===== src/include/pcdg_pkg.sv =====
// Purpose: Shared constants for the port C / port D general-purpose I/O block
// Assumes: AHB-Lite register access, 32-bit data, one word per register
// Notes: Port C bit 3 does not exist; bits 4 and 5 are input only as port pins and are driven only by USB
package pcdg_pkg;
  localparam logic [7:0] PC_DATA_OFS = 8'h00;
  localparam logic [7:0] PC_LATCH_OFS = 8'h04;
  localparam logic [7:0] PC_DIR_OFS = 8'h08;
  localparam logic [7:0] PD_DATA_OFS = 8'h0C;
  localparam logic [7:0] PD_LATCH_OFS = 8'h10;
  localparam logic [7:0] PD_DIR_OFS = 8'h14;
  // Implemented latch/direction positions 7, 6, 2, 1, 0
  localparam logic [7:0] PC_CTRL_MASK = 8'hC7;
  // Readable pin positions: all but 3
  localparam logic [7:0] PC_PIN_MASK = 8'hF7;
  localparam logic [7:0] PC_DIR_RST = 8'hC7;
  localparam logic [7:0] PC_LATCH_RST = 8'h00;
  localparam logic [7:0] PD_DIR_RST = 8'hFF;
  localparam logic [7:0] PD_LATCH_RST = 8'h00;
  localparam logic [1:0] HTRANS_NONSEQ = 2'h2;
  localparam logic [2:0] HSIZE_WORD = 3'h2;
endpackage


===== src/include/pcdg_reg_if.sv =====
// Purpose: Register write strobes and stored values between bus slave and port logic
// Assumes: Single clock domain
// Notes: Write data is the low byte of the bus word
interface pcdg_reg_if;
  logic [7:0] wdata;
  logic [5:0] wr;
  logic [7:0] pc_lat;
  logic [7:0] pc_dir;
  logic [7:0] pd_lat;
  logic [7:0] pd_dir;
  modport bus (output wdata, output wr, input pc_lat, input pc_dir, input pd_lat, input pd_dir);
  modport regs (input wdata, input wr, output pc_lat, output pc_dir, output pd_lat, output pd_dir);
endinterface


===== src/design/pcdg_regs.sv =====
// Purpose: Stored latch and direction registers for ports C and D
// Assumes: Reset already synchronised by the top module
// Notes: wr bit order follows the register offsets divided by four
module pcdg_regs (
  input wire logic clk,
  input wire logic rst_n,
  pcdg_reg_if.regs r
);
  always_ff @(posedge clk or negedge rst_n) begin
    if (!rst_n) begin
      r.pc_lat <= pcdg_pkg::PC_LATCH_RST;
      r.pc_dir <= pcdg_pkg::PC_DIR_RST;
    end else begin
      // Writes to the pin data register also land in the latch
      if (r.wr[0] || r.wr[1]) begin
        r.pc_lat <= r.wdata & pcdg_pkg::PC_CTRL_MASK;
      end
      if (r.wr[2]) begin
        r.pc_dir <= r.wdata & pcdg_pkg::PC_CTRL_MASK;
      end
    end
  end

  always_ff @(posedge clk or negedge rst_n) begin
    if (!rst_n) begin
      r.pd_lat <= pcdg_pkg::PD_LATCH_RST;
      r.pd_dir <= pcdg_pkg::PD_DIR_RST;
    end else begin
      if (r.wr[3] || r.wr[4]) begin
        r.pd_lat <= r.wdata;
      end
      if (r.wr[5]) begin
        r.pd_dir <= r.wdata;
      end
    end
  end
endmodule


===== src/design/pcdg_top.sv =====
// Purpose: Port C (7 pins) and port D (8 pins) general-purpose I/O with peripheral overrides
// Assumes: AHB-Lite slave, peripherals outside supply override controls
// Notes: Pin output enables are active low; pins are three signals each
//
// Implementation choices: the register addresses and the AHB-Lite register port.
module pcdg_top #(
  parameter int PD_PRESENT = 1
) (
  input wire logic MCLK,
  input wire logic ARST_N,
  input wire logic HSEL,
  input wire logic [31:0] HADDR,
  input wire logic [1:0] HTRANS,
  input wire logic HWRITE,
  input wire logic [2:0] HSIZE,
  input wire logic [31:0] HWDATA,
  input wire logic HREADY,
  output logic [31:0] HRDATA,
  output logic HREADYOUT,
  output logic HRESP,
  input wire logic [7:0] PC_IN,
  output logic [7:0] PC_OUT,
  output logic [7:0] PC_OE_N,
  input wire logic [7:0] PD_IN,
  output logic [7:0] PD_OUT,
  output logic [7:0] PD_OE_N,
  input wire logic SEC_OSC_EN,
  input wire logic USB_MODULE_ENABLE,
  input wire logic USB_ONCHIP_XCVR_DIS,
  input wire logic USB_EXT_XCVR,
  input wire logic EXT_XCVR_OUTPUT_ENABLE,
  input wire logic USB_DRIVE,
  input wire logic USB_MINUS_OUT,
  input wire logic USB_PLUS_OUT,
  input wire logic CCP_OUT_EN,
  input wire logic CCP_OUT,
  input wire logic SERIAL_TX_EN,
  input wire logic SERIAL_TX,
  input wire logic SERIAL_DT_OUT_EN,
  input wire logic SERIAL_DT_OUT,
  output logic USB_MINUS_IN,
  output logic USB_PLUS_IN,
  output logic EXT_XCVR_MINUS_IN,
  output logic EXT_XCVR_PLUS_IN,
  output logic CAPTURE_IN,
  output logic SEC_COUNTER_CLOCK_IN,
  output logic SERIAL_CLOCK_IN,
  output logic SERIAL_RX_IN
);
  logic rst_meta_r;
  logic rst_n_r;
  logic [7:0] pc_meta_r;
  logic [7:0] pc_sync_r;
  logic [7:0] pd_meta_r;
  logic [7:0] pd_sync_r;
  logic dph_valid_r;
  logic dph_write_r;
  logic [7:0] dph_addr_r;
  logic [7:0] rd_nxt;
  logic [7:0] pc_out_nxt;
  logic [7:0] pc_oe_n_nxt;
  logic [7:0] pc_read;
  logic pins45_gpio;
  logic [7:0] pc_lat_fwd;
  logic [7:0] pc_dir_fwd;
  logic [7:0] pd_lat_fwd;
  logic [7:0] pd_dir_fwd;

  pcdg_reg_if rif ();

  pcdg_regs u_regs (
    .clk(MCLK),
    .rst_n(rst_n_r),
    .r(rif)
  );

  always_ff @(posedge MCLK or negedge ARST_N) begin
    if (!ARST_N) begin
      rst_meta_r <= 1'b0;
      rst_n_r <= 1'b0;
    end else begin
      rst_meta_r <= 1'b1;
      rst_n_r <= rst_meta_r;
    end
  end

  // Pins are asynchronous; two stages before any reader
  always_ff @(posedge MCLK or negedge rst_n_r) begin
    if (!rst_n_r) begin
      pc_meta_r <= 8'h00;
      pc_sync_r <= 8'h00;
      pd_meta_r <= 8'h00;
      pd_sync_r <= 8'h00;
    end else begin
      pc_meta_r <= PC_IN;
      pc_sync_r <= pc_meta_r;
      pd_meta_r <= PD_IN;
      pd_sync_r <= pd_meta_r;
    end
  end

  // Address phase capture; every transfer completes with no wait state
  always_ff @(posedge MCLK or negedge rst_n_r) begin
    if (!rst_n_r) begin
      dph_valid_r <= 1'b0;
      dph_write_r <= 1'b0;
      dph_addr_r <= 8'h00;
    end else if (HREADY) begin
      dph_valid_r <= HSEL && (HTRANS == pcdg_pkg::HTRANS_NONSEQ || HTRANS == 2'h3);
      dph_write_r <= HWRITE;
      dph_addr_r <= HADDR[7:0];
    end
  end

  always_comb begin
    rif.wdata = HWDATA[7:0];
    rif.wr = 6'h00;
    if (dph_valid_r && dph_write_r) begin
      unique case (dph_addr_r)
        pcdg_pkg::PC_DATA_OFS: rif.wr[0] = 1'b1;
        pcdg_pkg::PC_LATCH_OFS: rif.wr[1] = 1'b1;
        pcdg_pkg::PC_DIR_OFS: rif.wr[2] = 1'b1;
        pcdg_pkg::PD_DATA_OFS: rif.wr[3] = (PD_PRESENT != 0);
        pcdg_pkg::PD_LATCH_OFS: rif.wr[4] = (PD_PRESENT != 0);
        pcdg_pkg::PD_DIR_OFS: rif.wr[5] = (PD_PRESENT != 0);
        default: rif.wr = 6'h00;
      endcase
    end
  end

  // Back-to-back transfers: the read's address phase meets the write's data phase,
  // so the stored value is not yet updated; forward the word being written
  always_comb begin
    pc_lat_fwd = rif.pc_lat;
    pc_dir_fwd = rif.pc_dir;
    pd_lat_fwd = rif.pd_lat;
    pd_dir_fwd = rif.pd_dir;
    if (rif.wr[0] || rif.wr[1]) begin
      pc_lat_fwd = rif.wdata & pcdg_pkg::PC_CTRL_MASK;
    end
    if (rif.wr[2]) begin
      pc_dir_fwd = rif.wdata & pcdg_pkg::PC_CTRL_MASK;
    end
    if (rif.wr[3] || rif.wr[4]) begin
      pd_lat_fwd = rif.wdata;
    end
    if (rif.wr[5]) begin
      pd_dir_fwd = rif.wdata;
    end
  end

  // Pins four and five read as port data only with USB fully off
  assign pins45_gpio = !USB_MODULE_ENABLE && USB_ONCHIP_XCVR_DIS;

  always_comb begin
    pc_read = pc_sync_r & pcdg_pkg::PC_PIN_MASK;
    if (!pins45_gpio) begin
      pc_read[5:4] = 2'b00;
    end
    // Oscillator pins read as zero in the port data register; pin 0 still feeds SEC_COUNTER_CLOCK_IN
    if (SEC_OSC_EN) begin
      pc_read[1:0] = 2'b00;
    end
  end

  // Read data is prepared in the address phase and registered
  always_comb begin
    rd_nxt = 8'h00;
    if (HSEL && HTRANS[1] && !HWRITE) begin
      unique case (HADDR[7:0])
        pcdg_pkg::PC_DATA_OFS: rd_nxt = pc_read;
        pcdg_pkg::PC_LATCH_OFS: rd_nxt = pc_lat_fwd;
        pcdg_pkg::PC_DIR_OFS: rd_nxt = pc_dir_fwd;
        pcdg_pkg::PD_DATA_OFS: rd_nxt = (PD_PRESENT != 0) ? pd_sync_r : 8'h00;
        pcdg_pkg::PD_LATCH_OFS: rd_nxt = (PD_PRESENT != 0) ? pd_lat_fwd : 8'h00;
        pcdg_pkg::PD_DIR_OFS: rd_nxt = (PD_PRESENT != 0) ? pd_dir_fwd : 8'h00;
        default: rd_nxt = 8'h00;
      endcase
    end
  end

  always_ff @(posedge MCLK or negedge rst_n_r) begin
    if (!rst_n_r) begin
      HRDATA <= 32'h0000_0000;
      HREADYOUT <= 1'b1;
      HRESP <= 1'b0;
    end else begin
      if (HREADY) begin
        HRDATA <= {24'h00_0000, rd_nxt};
      end
      HREADYOUT <= 1'b1;
      HRESP <= 1'b0;
    end
  end

  // Pin drive: peripheral overrides replace latch and direction, except CCP and TX, which replace only the latch value on output pins; registers untouched
  always_comb begin
    pc_out_nxt = rif.pc_lat;
    pc_oe_n_nxt = rif.pc_dir | ~pcdg_pkg::PC_CTRL_MASK;
    if (SEC_OSC_EN) begin
      pc_oe_n_nxt[1:0] = 2'b11;
      pc_out_nxt[1:0] = 2'b00;
    end else if (USB_MODULE_ENABLE && USB_EXT_XCVR) begin
      // Output enable placed on pin one, as the pin-function table shows
      pc_oe_n_nxt[1] = 1'b0;
      pc_out_nxt[1] = EXT_XCVR_OUTPUT_ENABLE;
    end
    if (CCP_OUT_EN && !rif.pc_dir[2]) begin
      pc_out_nxt[2] = CCP_OUT;
    end
    if (SERIAL_TX_EN && !rif.pc_dir[6]) begin
      pc_out_nxt[6] = SERIAL_TX;
    end
    if (SERIAL_DT_OUT_EN) begin
      pc_oe_n_nxt[7] = 1'b0;
      pc_out_nxt[7] = SERIAL_DT_OUT;
    end
    if (USB_MODULE_ENABLE && !USB_EXT_XCVR && USB_DRIVE) begin
      pc_oe_n_nxt[5:4] = 2'b00;
      pc_out_nxt[5:4] = {USB_PLUS_OUT, USB_MINUS_OUT};
    end else begin
      pc_oe_n_nxt[5:4] = 2'b11;
      pc_out_nxt[5:4] = 2'b00;
    end
  end

  always_ff @(posedge MCLK or negedge rst_n_r) begin
    if (!rst_n_r) begin
      PC_OUT <= 8'h00;
      PC_OE_N <= 8'hFF;
      PD_OUT <= 8'h00;
      PD_OE_N <= 8'hFF;
    end else begin
      PC_OUT <= pc_out_nxt;
      PC_OE_N <= pc_oe_n_nxt;
      PD_OUT <= rif.pd_lat;
      PD_OE_N <= (PD_PRESENT != 0) ? rif.pd_dir : 8'hFF;
    end
  end

  // Peripheral input paths from synchronised pins
  always_ff @(posedge MCLK or negedge rst_n_r) begin
    if (!rst_n_r) begin
      USB_MINUS_IN <= 1'b0;
      USB_PLUS_IN <= 1'b0;
      EXT_XCVR_MINUS_IN <= 1'b0;
      EXT_XCVR_PLUS_IN <= 1'b0;
      CAPTURE_IN <= 1'b0;
      SEC_COUNTER_CLOCK_IN <= 1'b0;
      SERIAL_CLOCK_IN <= 1'b0;
      SERIAL_RX_IN <= 1'b0;
    end else begin
      USB_MINUS_IN <= pc_sync_r[4];
      USB_PLUS_IN <= pc_sync_r[5];
      EXT_XCVR_MINUS_IN <= USB_EXT_XCVR & pc_sync_r[4];
      EXT_XCVR_PLUS_IN <= USB_EXT_XCVR & pc_sync_r[5];
      CAPTURE_IN <= rif.pc_dir[2] & pc_sync_r[2];
      SEC_COUNTER_CLOCK_IN <= pc_sync_r[0];
      SERIAL_CLOCK_IN <= rif.pc_dir[6] & pc_sync_r[6];
      SERIAL_RX_IN <= pc_sync_r[7];
    end
  end
endmodule


===== config.mk =====
export PLATFORM = sky130hd
export DESIGN_NAME = pcdg_top
export DESIGN_NICKNAME = d
export VERILOG_FILES = /design/src/include/pcdg_pkg.sv /design/src/include/pcdg_reg_if.sv /design/src/design/pcdg_regs.sv /design/src/design/pcdg_top.sv
export SDC_FILE = /design/constraint.sdc
export NUM_CORES = 1
export LEC_CHECK = 0
export ABC_AREA = 1
export BUFFER_PORTS_ARGS = -buffer_cell sky130_fd_sc_hd__buf_4
export CAP_MARGIN = 20
export CORE_ASPECT_RATIO = 1.5
export CORE_MARGIN = 2
export CORE_UTILIZATION = 50
export CTS_CLUSTER_DIAMETER = 40
export DETAILED_ROUTE_END_ITERATION = 7
export PLACE_DENSITY = 0.91
export REMOVE_ABC_BUFFERS = 1
export SLEW_MARGIN = 30
export SYNTH_ARGS = -nofsm -noshare
export SYNTH_HDL_FRONTEND = slang
export SYNTH_HIERARCHICAL = 1
export SYNTH_SLANG_ARGS = --single-unit

===== constraint.sdc =====
create_clock -name MCLK -period 4.72 [get_ports MCLK]
set_input_delay 0.236 -clock MCLK [delete_from_list [all_inputs] [get_ports MCLK]]
set_output_delay 0.236 -clock MCLK [all_outputs]
set_load 0.02 [all_outputs]

==> impl_metrics.csv, run 1 <==
group,metric,value,unit
outcome,run_status,"finished, violations left",
outcome,failed_checks,"DRC",
die,die_h,127,µm
placement,placedInstanceArea,5750,µm²
worst_setup_path,timing.critical_path.to_type,"flip-flop",
placement,number_of_port_buffers,97,
yosys,post_synth_instance_area,5030,µm²
cts,cts_root_buffer,"sky130_fd_sc_hd__clkbuf_16",
yosys,synth.avg_cell_area,8.93,µm²
power,netSwitchingPower,0.733,mW
worst_setup_path,regToRegSetupSlack,2660,ps
placement,detailed_place_hpwl,9090,µm
cts,post_cts.repair.setup_buffers,0,
die,core_area,9740,µm²
cts,postCtsResizedCells,0,
sta,final-hold-violation-count,0,
cts,clk_latency,410,ps
die,fp.dieArea,10900,µm²
drt,first_pass_iters,8,
yosys,synthDominantCellAreaShare,43.3,%
yosys,synth_seq_area_share,57.4,%
power,power.clock.fraction,46.2,%
yosys,yosysUniqueCellTypes,30,
worst_setup_path,path_class,"flip-flop to flip-flop",
cts,clock_sinks,114,
grt,first_global_vias,4158,
worst_setup_path,path_common_cell,"sky130_fd_sc_hd__nor2_1",
drt,routed-wl-met3,668,µm
worst_setup_path,worst_r2r_startpoint,"dph_addr_r[5]",
worst_hold_path,worstHoldEndpoint,"PC_OUT[4]",
worst_hold_path,min_path_cells,3,
grt,initial_antenna_violation_count,0,
sta,setup_viol,0,
worst_setup_path,worstSetupStartpointType,"flip-flop",
yosys,synth_top_cells_by_area,"sky130_fd_sc_hd__dfrtp_1 (43%), sky130_fd_sc_hd__dfstp_2 (14%), sky130_fd_sc_hd__nand2_1 (11%)",
drt,via_per_inst,4.97,
grt,grt_first_pass_wirelength,20400,µm
power,pwr-share-comb,12.1,%
finish,layout-drive-gt1-share,28.3,%
placement,finalWeightedCongestion,0.924,
worst_setup_path,worst_path_max_delay_cell,"sky130_fd_sc_hd__nor2_1",
yosys,ys.warnings.count,6,
worst_setup_path,critPathArrivalTime,2360,ps
sta,max_freq,0.485,GHz
sta,timing.final.max_slew_violations,0,
finish,fin_util,66.9,%
cts,tritoncts,"done",
drt,route.vias.total,4068,
sta,tightestPinTransition,858,ps
worst_setup_path,worst_r2r_endpoint,"HRDATA[5]",
worst_setup_path,ff2ff_path_depth,8,
grt,grt_start_max_net_pins,62,
power,switching_share,26.7,%
die,initial_utilization,51.6,%
cts,cts-hold-fix-buffers,18,
worst_hold_path,timing.hold.worst.class,"primary input to flip-flop",
grt,grt_use_total,25.0,%
yosys,synthDominantAreaCellType,"sky130_fd_sc_hd__dfrtp_1",
worst_setup_path,cp_max_fo,10,
die,die_w,85.9,µm
drt,top_routing_layer_in_use,"met4",
yosys,post_synth_inst_count,563,
die,standard_cell_rows,44,
drt,postRouteAntennaNets,0,
cts,cts.reportedPaths.clkPinSlew,60,ps
job,number_of_max_cap_violations,0,
die,top_level_ports,178,
worst_setup_path,cp_slowest_stage_delay,580,ps
power,internal_pwr_total,2.01,mW
drt,detail_route.iter0.violations,256,
power,pwr-share-seq,41.7,%
power,power.density_cell_area,420,nW/µm²
drt,route.detailed.wl_per_inst,15.8,µm
worst_setup_path,worst_path_cell_chain,"nor2_4 > nand3_4 > nor2_1 > nor2_2 > nor2_1 > nor2_1 > o21ai_1 > nand2_1",
cts,numCtsBuffers,17,
sta,fin_worst_skew,7.41,ps
drt,routed_wl,12900,µm
sta,rsz0062_at_grt,"no",
grt,global_route.overflow_total,0,
worst_setup_path,critical_path_required,5010,ps
power,irDropWorstVdd,0.368,mV
yosys,ys_seq_elements,114,
cts,htree_num_levels,4,
drt,met2RoutedLength,7220,µm
sta,timing.max_slew.rel_slack,42.8,%
worst_hold_path,hold_start,"USB_MINUS_OUT",
finish,area_growth,29.7,%
sta,fin_crit_sh,43.7,%
drt,drc_errors,5,
finish,diodes,0,
sta,finalSetupTns,0,ps
finish,finished_layout_cell_area,6520,µm²
sta,timing.final.crit_period,2060,ps
drt,wirelength_met1,4560,µm
cts,clock_path_buffers,2,
finish,nNetsFinal,795,
power,leakagePower,3.37,nW
## critical path: cells and delay by family (launching register included)
family,cells,cell delay (ps)
simple gates,7,1330
flops,1,440
compound gates,1,170
## sequential cells by signal, indices dropped and copies added (netlist names), 5 cells and up
name and cells:
PD_OUT 8, PD_OE_N 8, pc_meta_r 7, pd_meta_r 8, u_regs/r.pd_lat 8, HRDATA 8, u_regs/r.pd_dir 8, dph_addr_r 8
pc_sync_r 7, pd_sync_r 8, u_regs/r.pc_lat 5, PC_OUT 8, PC_OE_N 6, u_regs/r.pc_dir 5
## worst max path at each step
stage / from / endpoint / slack [ps] / depth (start not counted)
after floorplan: rst_n_r / CAPTURE_IN / 1360 / 0
after CTS: dph_addr_r[7] / HRDATA[5] / 2700 / 8
after detailed placement: dph_addr_r[5] / HRDATA[5] / 2730 / 8
after global routing: dph_addr_r[7] / HRDATA[5] / 2510 / 9
after global placement: HADDR[7] / HRDATA[7] / 2740 / 6
final: dph_addr_r[5] / HRDATA[5] / 2660 / 8
## synth_stat cells
cell type                  count
sky130_fd_sc_hd__nand3_4       1
sky130_fd_sc_hd__nor3_1        2
sky130_fd_sc_hd__a21oi_1       4
sky130_fd_sc_hd__o21ai_1       8
sky130_fd_sc_hd__nand3_1      54
sky130_fd_sc_hd__dfrtp_1      87
sky130_fd_sc_hd__a21oi_2       1
sky130_fd_sc_hd__nor2_1       40
sky130_fd_sc_hd__buf_6         1
sky130_fd_sc_hd__nor2_2        6
sky130_fd_sc_hd__nor3b_1       2
sky130_fd_sc_hd__conb_1        3
sky130_fd_sc_hd__nor3_2        1
sky130_fd_sc_hd__nand3b_1      1
sky130_fd_sc_hd__nand2_1     148
sky130_fd_sc_hd__and2_0        1
sky130_fd_sc_hd__buf_4        34
sky130_fd_sc_hd__nor3_4        1
sky130_fd_sc_hd__nor2_4       10
sky130_fd_sc_hd__inv_1        68
sky130_fd_sc_hd__o21ai_2       1
sky130_fd_sc_hd__nand2_2       5
sky130_fd_sc_hd__buf_2         2
sky130_fd_sc_hd__clkbuf_1      1
sky130_fd_sc_hd__nand4_1       1
sky130_fd_sc_hd__inv_2        11
sky130_fd_sc_hd__o21ai_0      37
sky130_fd_sc_hd__nand3_2       4
sky130_fd_sc_hd__dfstp_2      27
sky130_fd_sc_hd__clkinv_1      1
## logic make-up (layout without fill, tap and decap cells)
family,count (synthesis),count (layout),synth area share (%)
AND/OR/NAND/NOR,277,277,25.6
buffers and inverters,118,228,11.5
flip-flops,114,114,57.4
AO/OA/AOI/OAI,51,51,5.23
other,3,34,0.224
## power by group through the flow
| stage | Combinational [mW] | Clock, mW | Sequential (mW) |
|---|---|---|---|
| CTS | 0.329 | 1.28 | 1.14 |
| global placement | 0.305 | 0 | 1.15 |
| finish | 0.330 | 1.27 | 1.14 |
| floorplan | 0.126 | 0 | 1.20 |
| detailed placement | 0.314 | 0 | 1.16 |
| global route | 0.361 | 1.33 | 1.15 |
## per-layer routing
layer / GRT usage (%) / vias up
met5: 0 / -
met4: 13.2 / 0
met3: 5.66 / 44
met2: 45.8 / 170
met1: 25.9 / 1921
li1: - / 1933
## through the flow
step	hold WS (ps)	power [mW]	worst slack (ps)	cells
final	33.4	2.74	2660	819
after global routing	33.8	2.84	2510	819
after CTS	24.0	2.75	2700	819
after detailed placement	22.5	1.47	2730	769
after global placement	18.0	1.46	2740	769
after floorplan	-59.6	1.33	1360	556
## placed cells by master, fill, tap and decap left out, types with 5 or more instances in the layout
master | synthesis | routed
sky130_fd_sc_hd__dfstp_2 | 27 | 27
sky130_fd_sc_hd__nor2_4 | 10 | 10
sky130_fd_sc_hd__dfrtp_1 | 87 | 86
sky130_fd_sc_hd__conb_1 | 3 | 34
sky130_fd_sc_hd__o21ai_1 | 8 | 8
sky130_fd_sc_hd__nand3_1 | 54 | 54
sky130_fd_sc_hd__clkbuf_16 | 0 | 17
sky130_fd_sc_hd__nand2_1 | 148 | 148
sky130_fd_sc_hd__nor2_2 | 6 | 6
sky130_fd_sc_hd__inv_2 | 11 | 11
sky130_fd_sc_hd__dlygate4sd3_1 | 0 | 18
sky130_fd_sc_hd__buf_4 | 34 | 98
sky130_fd_sc_hd__nor2_1 | 40 | 40
sky130_fd_sc_hd__o21ai_0 | 37 | 37
sky130_fd_sc_hd__inv_1 | 68 | 68
sky130_fd_sc_hd__nand2_2 | 5 | 5
## cell type report
| cell class | instances | area [µm²] |
|---|---|---|
| Inverter | 80 | 300 |
| Multi-Input combinational cell | 362 | 1680 |
| Sequential cell | 114 | 2890 |
| Timing Repair Buffer | 116 | 916 |
| Tap cell | 115 | 144 |
| Clock inverter | 14 | 156 |
| Clock buffer | 18 | 439 |
| Fill cell | 746 | 3220 |
(Power assumes the default switching activity.)
==> run 2: changes to the inputs <==
--- a/config.mk
+++ b/config.mk
@@ -5,15 +5,15 @@
 export SDC_FILE = /design/constraint.sdc
 export NUM_CORES = 1
 export LEC_CHECK = 0
-export ABC_AREA = 1
+export ABC_AREA = 0
 export BUFFER_PORTS_ARGS = -buffer_cell sky130_fd_sc_hd__buf_4
 export CAP_MARGIN = 20
 export CORE_ASPECT_RATIO = 1.5
 export CORE_MARGIN = 2
-export CORE_UTILIZATION = 50
+export CORE_UTILIZATION = 44
 export CTS_CLUSTER_DIAMETER = 40
 export DETAILED_ROUTE_END_ITERATION = 7
-export PLACE_DENSITY = 0.91
+export PLACE_DENSITY = 0.87
 export REMOVE_ABC_BUFFERS = 1
 export SLEW_MARGIN = 30
 export SYNTH_ARGS = -nofsm -noshare
==> constraint.sdc (replaced) <==
create_clock -name MCLK -period 1.8 [get_ports MCLK]
set_input_delay 0.09 -clock MCLK [delete_from_list [all_inputs] [get_ports MCLK]]
set_output_delay 0.09 -clock MCLK [all_outputs]
set_load 0.02 [all_outputs]
==> run 2 against run 1 <==
The run ends with setup timing left. Critical path depth decreased by 1. Sequential share of layout area fell by 2.4 points. Routed wire length fell by 9.9%. Core utilization is 0.66 points higher. Critical endpoint unchanged. Largest power group unchanged.
==> impl_metrics.csv, run 2 <==
group,metric,value,unit
sta,rsz0062_at_grt,"yes",
cts,clk_latency,410,ps
finish,final_cell_mix,"sky130_fd_sc_hd__buf_4 (132), sky130_fd_sc_hd__dfrtp_1 (86), sky130_fd_sc_hd__dlygate4sd3_1 (45)",
drt,detail_route.iter0.violations,212,
die,standard_cell_rows,45,
grt,grt_use_total,22.0,%
grt,first_global_vias,3691,
finish,finished_layout_cell_area,6890,µm²
finish,area_growth,48.8,%
power,pwr-share-seq,40.0,%
worst_setup_path,cp_max_fo,4,
finish,final.fill_count,710,
cts,cts.reportedPaths.clkPinSlew,50,ps
power,power.clock.fraction,50.6,%
cts,numCtsBuffers,17,
power,pwr-share-comb,9.5,%
grt,grt_start_max_net_pins,45,
die,die_w,87.8,µm
worst_setup_path,path_class,"flip-flop to flip-flop",
sta,max_freq,0.418,GHz
die,die_h,130,µm
yosys,ys.warnings.count,6,
cts,clock_sinks,114,
worst_setup_path,regToRegSetupSlack,-590,ps
drt,routed_wl,11600,µm
power,netSwitchingPower,1.53,mW
sta,final-hold-violation-count,0,
placement,number_of_port_buffers,97,
finish,layoutNonFillerInstCount,691,
drt,route.detailed.wl_per_inst,16.8,µm
yosys,post_synth_instance_area,4630,µm²
drt,drc_errors,0,
finish,layout-drive-gt1-share,46.5,%
worst_hold_path,timing.hold.worst.class,"primary input to flip-flop",
die,top_level_ports,178,
drt,first_pass_iters,4,
sta,whs,47.8,ps
placement,place.detailed.instances,599,
power,switching_share,21.7,%
sta,timing.final.crit_period,2390,ps
power,irDropWorstVdd,0.744,mV
yosys,post_synth_inst_count,344,
yosys,synth_top_cells_by_area,"sky130_fd_sc_hd__dfrtp_1 (47%), sky130_fd_sc_hd__dfstp_2 (15%), sky130_fd_sc_hd__mux2_2 (9.7%)",
die,core_area,10200,µm²
worst_setup_path,critPathArrivalTime,2690,ps
grt,initial_antenna_violation_count,0,
cts,htree_num_levels,4,
finish,diodes,0,
placement,placedInstanceArea,5600,µm²
grt,global_route.overflow_total,0,
finish,multi_input_area,1570,µm²
worst_setup_path,timing.critical_path.to_type,"flip-flop",
power,internal_pwr_total,5.51,mW
drt,postRouteAntennaNets,0,
sta,fin_worst_skew,10.5,ps
cts,clock_path_buffers,2,
outcome,run_status,"finished, violations left",
drt,route.vias.total,3447,
sta,fin_crit_sh,133,%
cts,cts_root_buffer,"sky130_fd_sc_hd__clkbuf_16",
die,fp.dieArea,11400,µm²
yosys,post-synth-top-count-cell,"sky130_fd_sc_hd__dfrtp_1",
sta,final_ws_setup,-594,ps
yosys,yosysUniqueCellTypes,49,
finish,nNetsFinal,641,
placement,finalWeightedCongestion,0.880,
grt,grt_first_pass_wirelength,18500,µm
finish,final_common_cell,"sky130_fd_sc_hd__buf_4",
yosys,synthDominantAreaCellType,"sky130_fd_sc_hd__dfrtp_1",
power,leakagePower,3.22,nW
yosys,synth_seq_area_share,62.4,%
drt,via_per_inst,4.99,
power,power.density_cell_area,1020,nW/µm²
power,post-layout-total-power,7.04,mW
yosys,synth.avg_cell_area,13.5,µm²
finish,total_area_of_sequential_cells,2890,µm²
yosys,yosys_most_used_dff,"sky130_fd_sc_hd__dfrtp_1",
outcome,failed_checks,"setup timing",
placement,detailed_place_hpwl,7370,µm
yosys,synthDominantCellAreaShare,47.0,%
cts,tritoncts,"done",
job,number_of_max_cap_violations,0,
sta,setup_viol,29,
yosys,ys_seq_elements,114,
yosys,synth-async-reset-ratio,100,%
yosys,synth_enable_flop_cells,0,
worst_setup_path,critical_path_required,2100,ps
sta,timing.final.max_slew_violations,0,
die,initial_utilization,45.4,%
yosys,netlist_top_cells_count,"sky130_fd_sc_hd__dfrtp_1 (87), sky130_fd_sc_hd__mux2_2 (40), sky130_fd_sc_hd__buf_4 (34)",
worst_setup_path,worstSetupStartpointType,"flip-flop",
## run 2: cell types whose count changed after synthesis, moves of 11 or more
cell	before	now
sky130_fd_sc_hd__nand2_1	148	12
sky130_fd_sc_hd__inv_1	68	12
sky130_fd_sc_hd__nand3_1	54	6
sky130_fd_sc_hd__mux2_2	0	40
sky130_fd_sc_hd__nor2_1	40	8
sky130_fd_sc_hd__o21ai_0	37	7
sky130_fd_sc_hd__mux2i_1	0	22
sky130_fd_sc_hd__inv_2	11	0
sky130_fd_sc_hd__o22ai_1	0	11
## run 2: critical path: stages (launching register included)
cell and delay [ps]:
sky130_fd_sc_hd__dfrtp_1 370, sky130_fd_sc_hd__or4_4 540, sky130_fd_sc_hd__or3_4 360, sky130_fd_sc_hd__clkinv_4 70, sky130_fd_sc_hd__mux2_4 290, sky130_fd_sc_hd__a222oi_1 330, sky130_fd_sc_hd__nor2b_1 80, sky130_fd_sc_hd__a211o_1 230
## run 2: path summary, 6_finish.rpt
check                              startpoint  cells past startpoint       endpoint
worst max-delay path            dph_addr_r[1]                      7      HRDATA[5]
worst min-delay path                 HADDR[2]                      2  dph_addr_r[2]
worst max register to register  dph_addr_r[1]                      7      HRDATA[5]
worst min register to register        rst_n_r                      0   pc_sync_r[1]
max in group asynchronous             rst_n_r                      1     PC_OE_N[2]
min in group asynchronous             rst_n_r                      0   pc_sync_r[1]
## run 2: logic make-up after synthesis
| family | Yosys count | synth area share, % |
|---|---|---|
| muxes | 62 | 14.5 |
| DFF | 114 | 62.4 |
| buffers and inverters | 55 | 7.35 |
| and+or+nand+nor | 69 | 9.43 |
| other | 3 | 0.243 |
| AOI/OAI and AO/OA | 41 | 6.14 |
## run 2: what timing repair did
item | in CTS | in global routing
endpoints found under the setup margin | 34 | 33
hold buffers | 45 | 0
setup buffers | 11 | 7
pin swaps | 14 | 6
endpoints found under the hold margin | 64 | 0
resized for setup | 19 | 7
## run 2: layer usage
metal  up-vias  track usage, %  routed length (µm)
met3        24            6.56                 631
met5         -               0                   0
met2       146            38.0                6530
met1      1739            23.1                4180
li1       1538               -                   -
met4         0            13.5                 295
## run 2: power by group through the flow
stage,registers [mW],clock network [mW],logic (mW)
after global placement,2.84,0,0.532
final,2.82,3.56,0.665
after floorplan,2.91,0,0.185
after detailed placement,2.85,0,0.551
after global routing,2.83,3.73,0.721
after CTS,2.81,3.62,0.642
## run 2: stage by stage
step | setup TNS, ps | util (%) | worst slack (ps)
6_report | -10980 | 67.6 | -594
3_3_place_gp | -7130 | 55.0 | -638
5_1_grt | -13010 | 67.6 | -682
4_1_cts | -10170 | 67.0 | -623
3_5_place_dp | -8930 | 55.0 | -699
2_1_floorplan | -157990 | - | -1560
## run 2: final cells by class
cell class / count / area share (%)
timing repair buffer: 185 / 22.5
clock inverter: 9 / 2.20
multi-input combinational: 206 / 22.8
tap: 141 / 2.56
sequential: 114 / 42.0
clock buffer: 23 / 7.08
inverter: 13 / 0.835
==> run 3: changes to the inputs <==
--- a/config.mk
+++ b/config.mk
@@ -5,18 +5,18 @@
 export SDC_FILE = /design/constraint.sdc
 export NUM_CORES = 1
 export LEC_CHECK = 0
-export ABC_AREA = 0
+export ABC_AREA = 1
 export BUFFER_PORTS_ARGS = -buffer_cell sky130_fd_sc_hd__buf_4
 export CAP_MARGIN = 20
 export CORE_ASPECT_RATIO = 1.5
 export CORE_MARGIN = 2
-export CORE_UTILIZATION = 44
+export CORE_UTILIZATION = 45
+export CTS_BUF_LIST = sky130_fd_sc_hd__clkbuf_16
 export CTS_CLUSTER_DIAMETER = 40
 export DETAILED_ROUTE_END_ITERATION = 7
-export PLACE_DENSITY = 0.87
+export PLACE_DENSITY = 0.88
 export REMOVE_ABC_BUFFERS = 1
 export SLEW_MARGIN = 30
 export SYNTH_ARGS = -nofsm -noshare
 export SYNTH_HDL_FRONTEND = slang
-export SYNTH_HIERARCHICAL = 1
 export SYNTH_SLANG_ARGS = --single-unit
==> run 3 against run 2 <==
Die area up 3.3%. Fmax grew 38%. Clock power fell by 2%. Total power is 7.1% higher. Hold slack got worse by 45 ps. Register-to-register slack better by 650 ps. The run now ends clean. Largest cell class unchanged. Setup slack better by 650 ps. Sequential share of layout area rose by 1.2 points. Combinational power is 40% higher. Routed wire length grew 4.9%.
==> impl_metrics.csv, run 3 <==
group,metric,value,unit
yosys,synth_enable_flop_cells,0,
cts,clock_path_buffers,2,
sta,final-hold-violation-count,0,
sta,max_freq,0.575,GHz
yosys,synthDominantAreaCellType,"sky130_fd_sc_hd__dfrtp_1",
sta,timing.final.crit_period,1740,ps
yosys,post_synth_inst_count,492,
cts,clock_sinks,120,
drt,first_pass_iters,4,
cts,cts_root_buffer,"sky130_fd_sc_hd__clkbuf_16",
worst_setup_path,worst_r2r_startpoint,"dph_addr_r[1]",
worst_setup_path,worstSetupStartpointType,"flip-flop",
yosys,yosysUniqueCellTypes,31,
die,initial_utilization,46.3,%
grt,global_route.overflow_total,0,
finish,fin_util,66.6,%
power,leakagePower,3.57,nW
die,core_area,10600,µm²
grt,grt_use_total,21.9,%
drt,detail_route.iter0.violations,259,
worst_setup_path,regToRegSetupSlack,60,ps
worst_setup_path,path_class,"flip-flop to flip-flop",
finish,diodes,0,
finish,final_common_cell,"sky130_fd_sc_hd__nand2_1",
finish,layout-drive-gt1-share,31.5,%
yosys,synthDominantCellAreaShare,47.5,%
drt,drc_errors,0,
drt,via_per_inst,4.70,
grt,first_global_vias,4042,
yosys,ys.warnings.count,0,
worst_setup_path,endpoint,"HRDATA[5]",
cts,clk_latency,410,ps
worst_setup_path,timing.critical_path.to_type,"flip-flop",
grt,initial_antenna_violation_count,0,
worst_setup_path,ff2ff_path_depth,11,
yosys,post_synth_instance_area,4900,µm²
worst_hold_path,timing.hold.worst.class,"primary input to flip-flop",
sta,setup_viol,0,
yosys,synth_top_cells_by_area,"sky130_fd_sc_hd__dfrtp_1 (48%), sky130_fd_sc_hd__dfstp_2 (14%), sky130_fd_sc_hd__nand2_1 (9.5%)",
outcome,run_status,"finished, final reports clean",
yosys,yosys_most_used_dff,"sky130_fd_sc_hd__dfrtp_1",
cts,tritoncts,"done",
power,power.density_cell_area,1070,nW/µm²
finish,final_cell_mix,"sky130_fd_sc_hd__nand2_1 (120), sky130_fd_sc_hd__buf_4 (114), sky130_fd_sc_hd__dfrtp_1 (92)",
die,standard_cell_rows,46,
drt,route.detailed.wl_per_inst,14.7,µm
drt,routed_wl,12200,µm
cts,numCtsBuffers,17,
yosys,synth-async-reset-ratio,100,%
placement,detailed_place_hpwl,8010,µm
worst_setup_path,worst_setup_path_startpoint,"dph_addr_r[1]",
worst_setup_path,cp_max_fo,6,
grt,grt_first_pass_wirelength,19500,µm
yosys,synth.avg_cell_area,9.96,µm²
sta,timing.final.max_slew_violations,0,
power,irDropWorstVdd,0.809,mV
yosys,synth_seq_area_share,62.0,%
job,number_of_max_cap_violations,0,
worst_setup_path,worst_r2r_endpoint,"HRDATA[5]",
die,fp.dieArea,11800,µm²
yosys,ys_seq_elements,120,
cts,cts.reportedPaths.clkPinSlew,60,ps
cts,htree_num_levels,4,
die,top_level_ports,178,
finish,area_growth,43.9,%
drt,route.vias.total,3912,
sta,whs,2.64,ps
sta,fin_crit_sh,96.7,%
drt,postRouteAntennaNets,0,
worst_setup_path,critical_path_required,2100,ps
placement,number_of_port_buffers,97,
placement,finalWeightedCongestion,0.928,
die,die_h,132,µm
sta,fin_worst_skew,7.97,ps
yosys,netlist_top_cells_count,"sky130_fd_sc_hd__nand2_1 (124), sky130_fd_sc_hd__dfrtp_1 (93), sky130_fd_sc_hd__inv_1 (53)",
die,die_w,89.2,µm
finish,nNetsFinal,780,
yosys,post-synth-top-count-cell,"sky130_fd_sc_hd__nand2_1",
grt,grt_start_max_net_pins,35,
worst_setup_path,critPathArrivalTime,2040,ps
-- run 3: cell types whose count changed in the layout (fill, tap and decap cells not counted), sizes merged, moves of 8 or more --
cell and delta:
dlygate4sd3 +9, o22ai -11, buf -24, mux2i -22
nor2b -8, inv +49, nor2 +36, mux2 -39
and2 +10, nand2 +122, nand3 +37
-- run 3: power by group --
group	total (mW)	leakage [nW]	switching, mW	internal [mW]
sequential	3.12	1.43	0.131	2.99
clock	3.48	0.287	1.28	2.20
combinational	0.934	1.86	0.508	0.426
total	7.54	3.57	1.92	5.62
-- run 3: area by class of cell --
cell class | count | area, µm²
multi-input combinational | 312 | 1570
inverter | 55 | 206
sequential | 120 | 3040
tap | 144 | 180
clock inverter | 15 | 190
timing repair buffer | 170 | 1440
clock buffer | 17 | 425
fill | 792 | 3540
-- run 3: cells by family after synthesis --
family | after synthesis | synth area share [%]
buffers and inverters | 87 | 9.12
AO/OA/AOI/OAI | 30 | 3.93
AND/OR/NAND/NOR | 252 | 24.6
flip-flops | 120 | 62.0
other | 2 | 0.153
multiplexers | 1 | 0.230
-- run 3: stage by stage --
| step | worst slack [ps] | total power [mW] | cell area [µm²] | setup TNS (ps) | cells |
|---|---|---|---|---|---|
| after floorplan | -1740 | 3.59 | 4760 | -182090 | 486 |
| after global placement | 110 | 3.94 | 5810 | 0 | 743 |
| after detailed placement | 71.5 | 3.97 | 5810 | 0 | 743 |
| after CTS | 55.4 | 7.55 | 6970 | 0 | 829 |
| after global routing | -29.6 | 7.81 | 7050 | -61.1 | 833 |
| final | 59.9 | 7.54 | 7050 | 0 | 833 |
-- run 3: critical path, cell delays in order, from the launching register on --
cell and delay [ps]:
sky130_fd_sc_hd__dfrtp_1 400, sky130_fd_sc_hd__nor2_4 150, sky130_fd_sc_hd__nand2_4 90, sky130_fd_sc_hd__buf_4 170
sky130_fd_sc_hd__nor2_4 170, sky130_fd_sc_hd__nor2_1 80, sky130_fd_sc_hd__nand2_1 60, sky130_fd_sc_hd__nand2_1 70
sky130_fd_sc_hd__nor2_2 180, sky130_fd_sc_hd__nand3_1 110, sky130_fd_sc_hd__nand2_1 80, sky130_fd_sc_hd__nand2_1 60
-- run 3: what timing repair did --
| action | CTS | global route |
|---|---|---|
| hold buffers | 54 | 0 |
| endpoints found under the hold margin | 46 | 0 |
| setup endpoints to repair | 0 | 6 |
| setup buffers | 0 | 3 |
| resized for setup | 0 | 13 |
-- run 3: how the worst min path moves through the flow --
stage / from / end / slack (ps) / cells after the start
final: USB_MODULE_ENABLE / PC_OE_N[1] / 3 / 4
after global routing: SERIAL_TX / PC_OUT[6] / 10 / 3
after CTS: HREADY / dph_addr_r[7] / 0.9 / 2
after detailed placement: ARST_N / rst_meta_r / -130 / 1
after global placement: ARST_N / rst_meta_r / -130 / 1
after floorplan: ARST_N / rst_meta_r / -210 / 0
-- run 3: routing by layer --
layer	GRT usage [%]	part of all wire [%]
met5	0	0
met4	11.1	3.5
met3	5.26	4.8
met2	37.3	55
met1	25.0	36
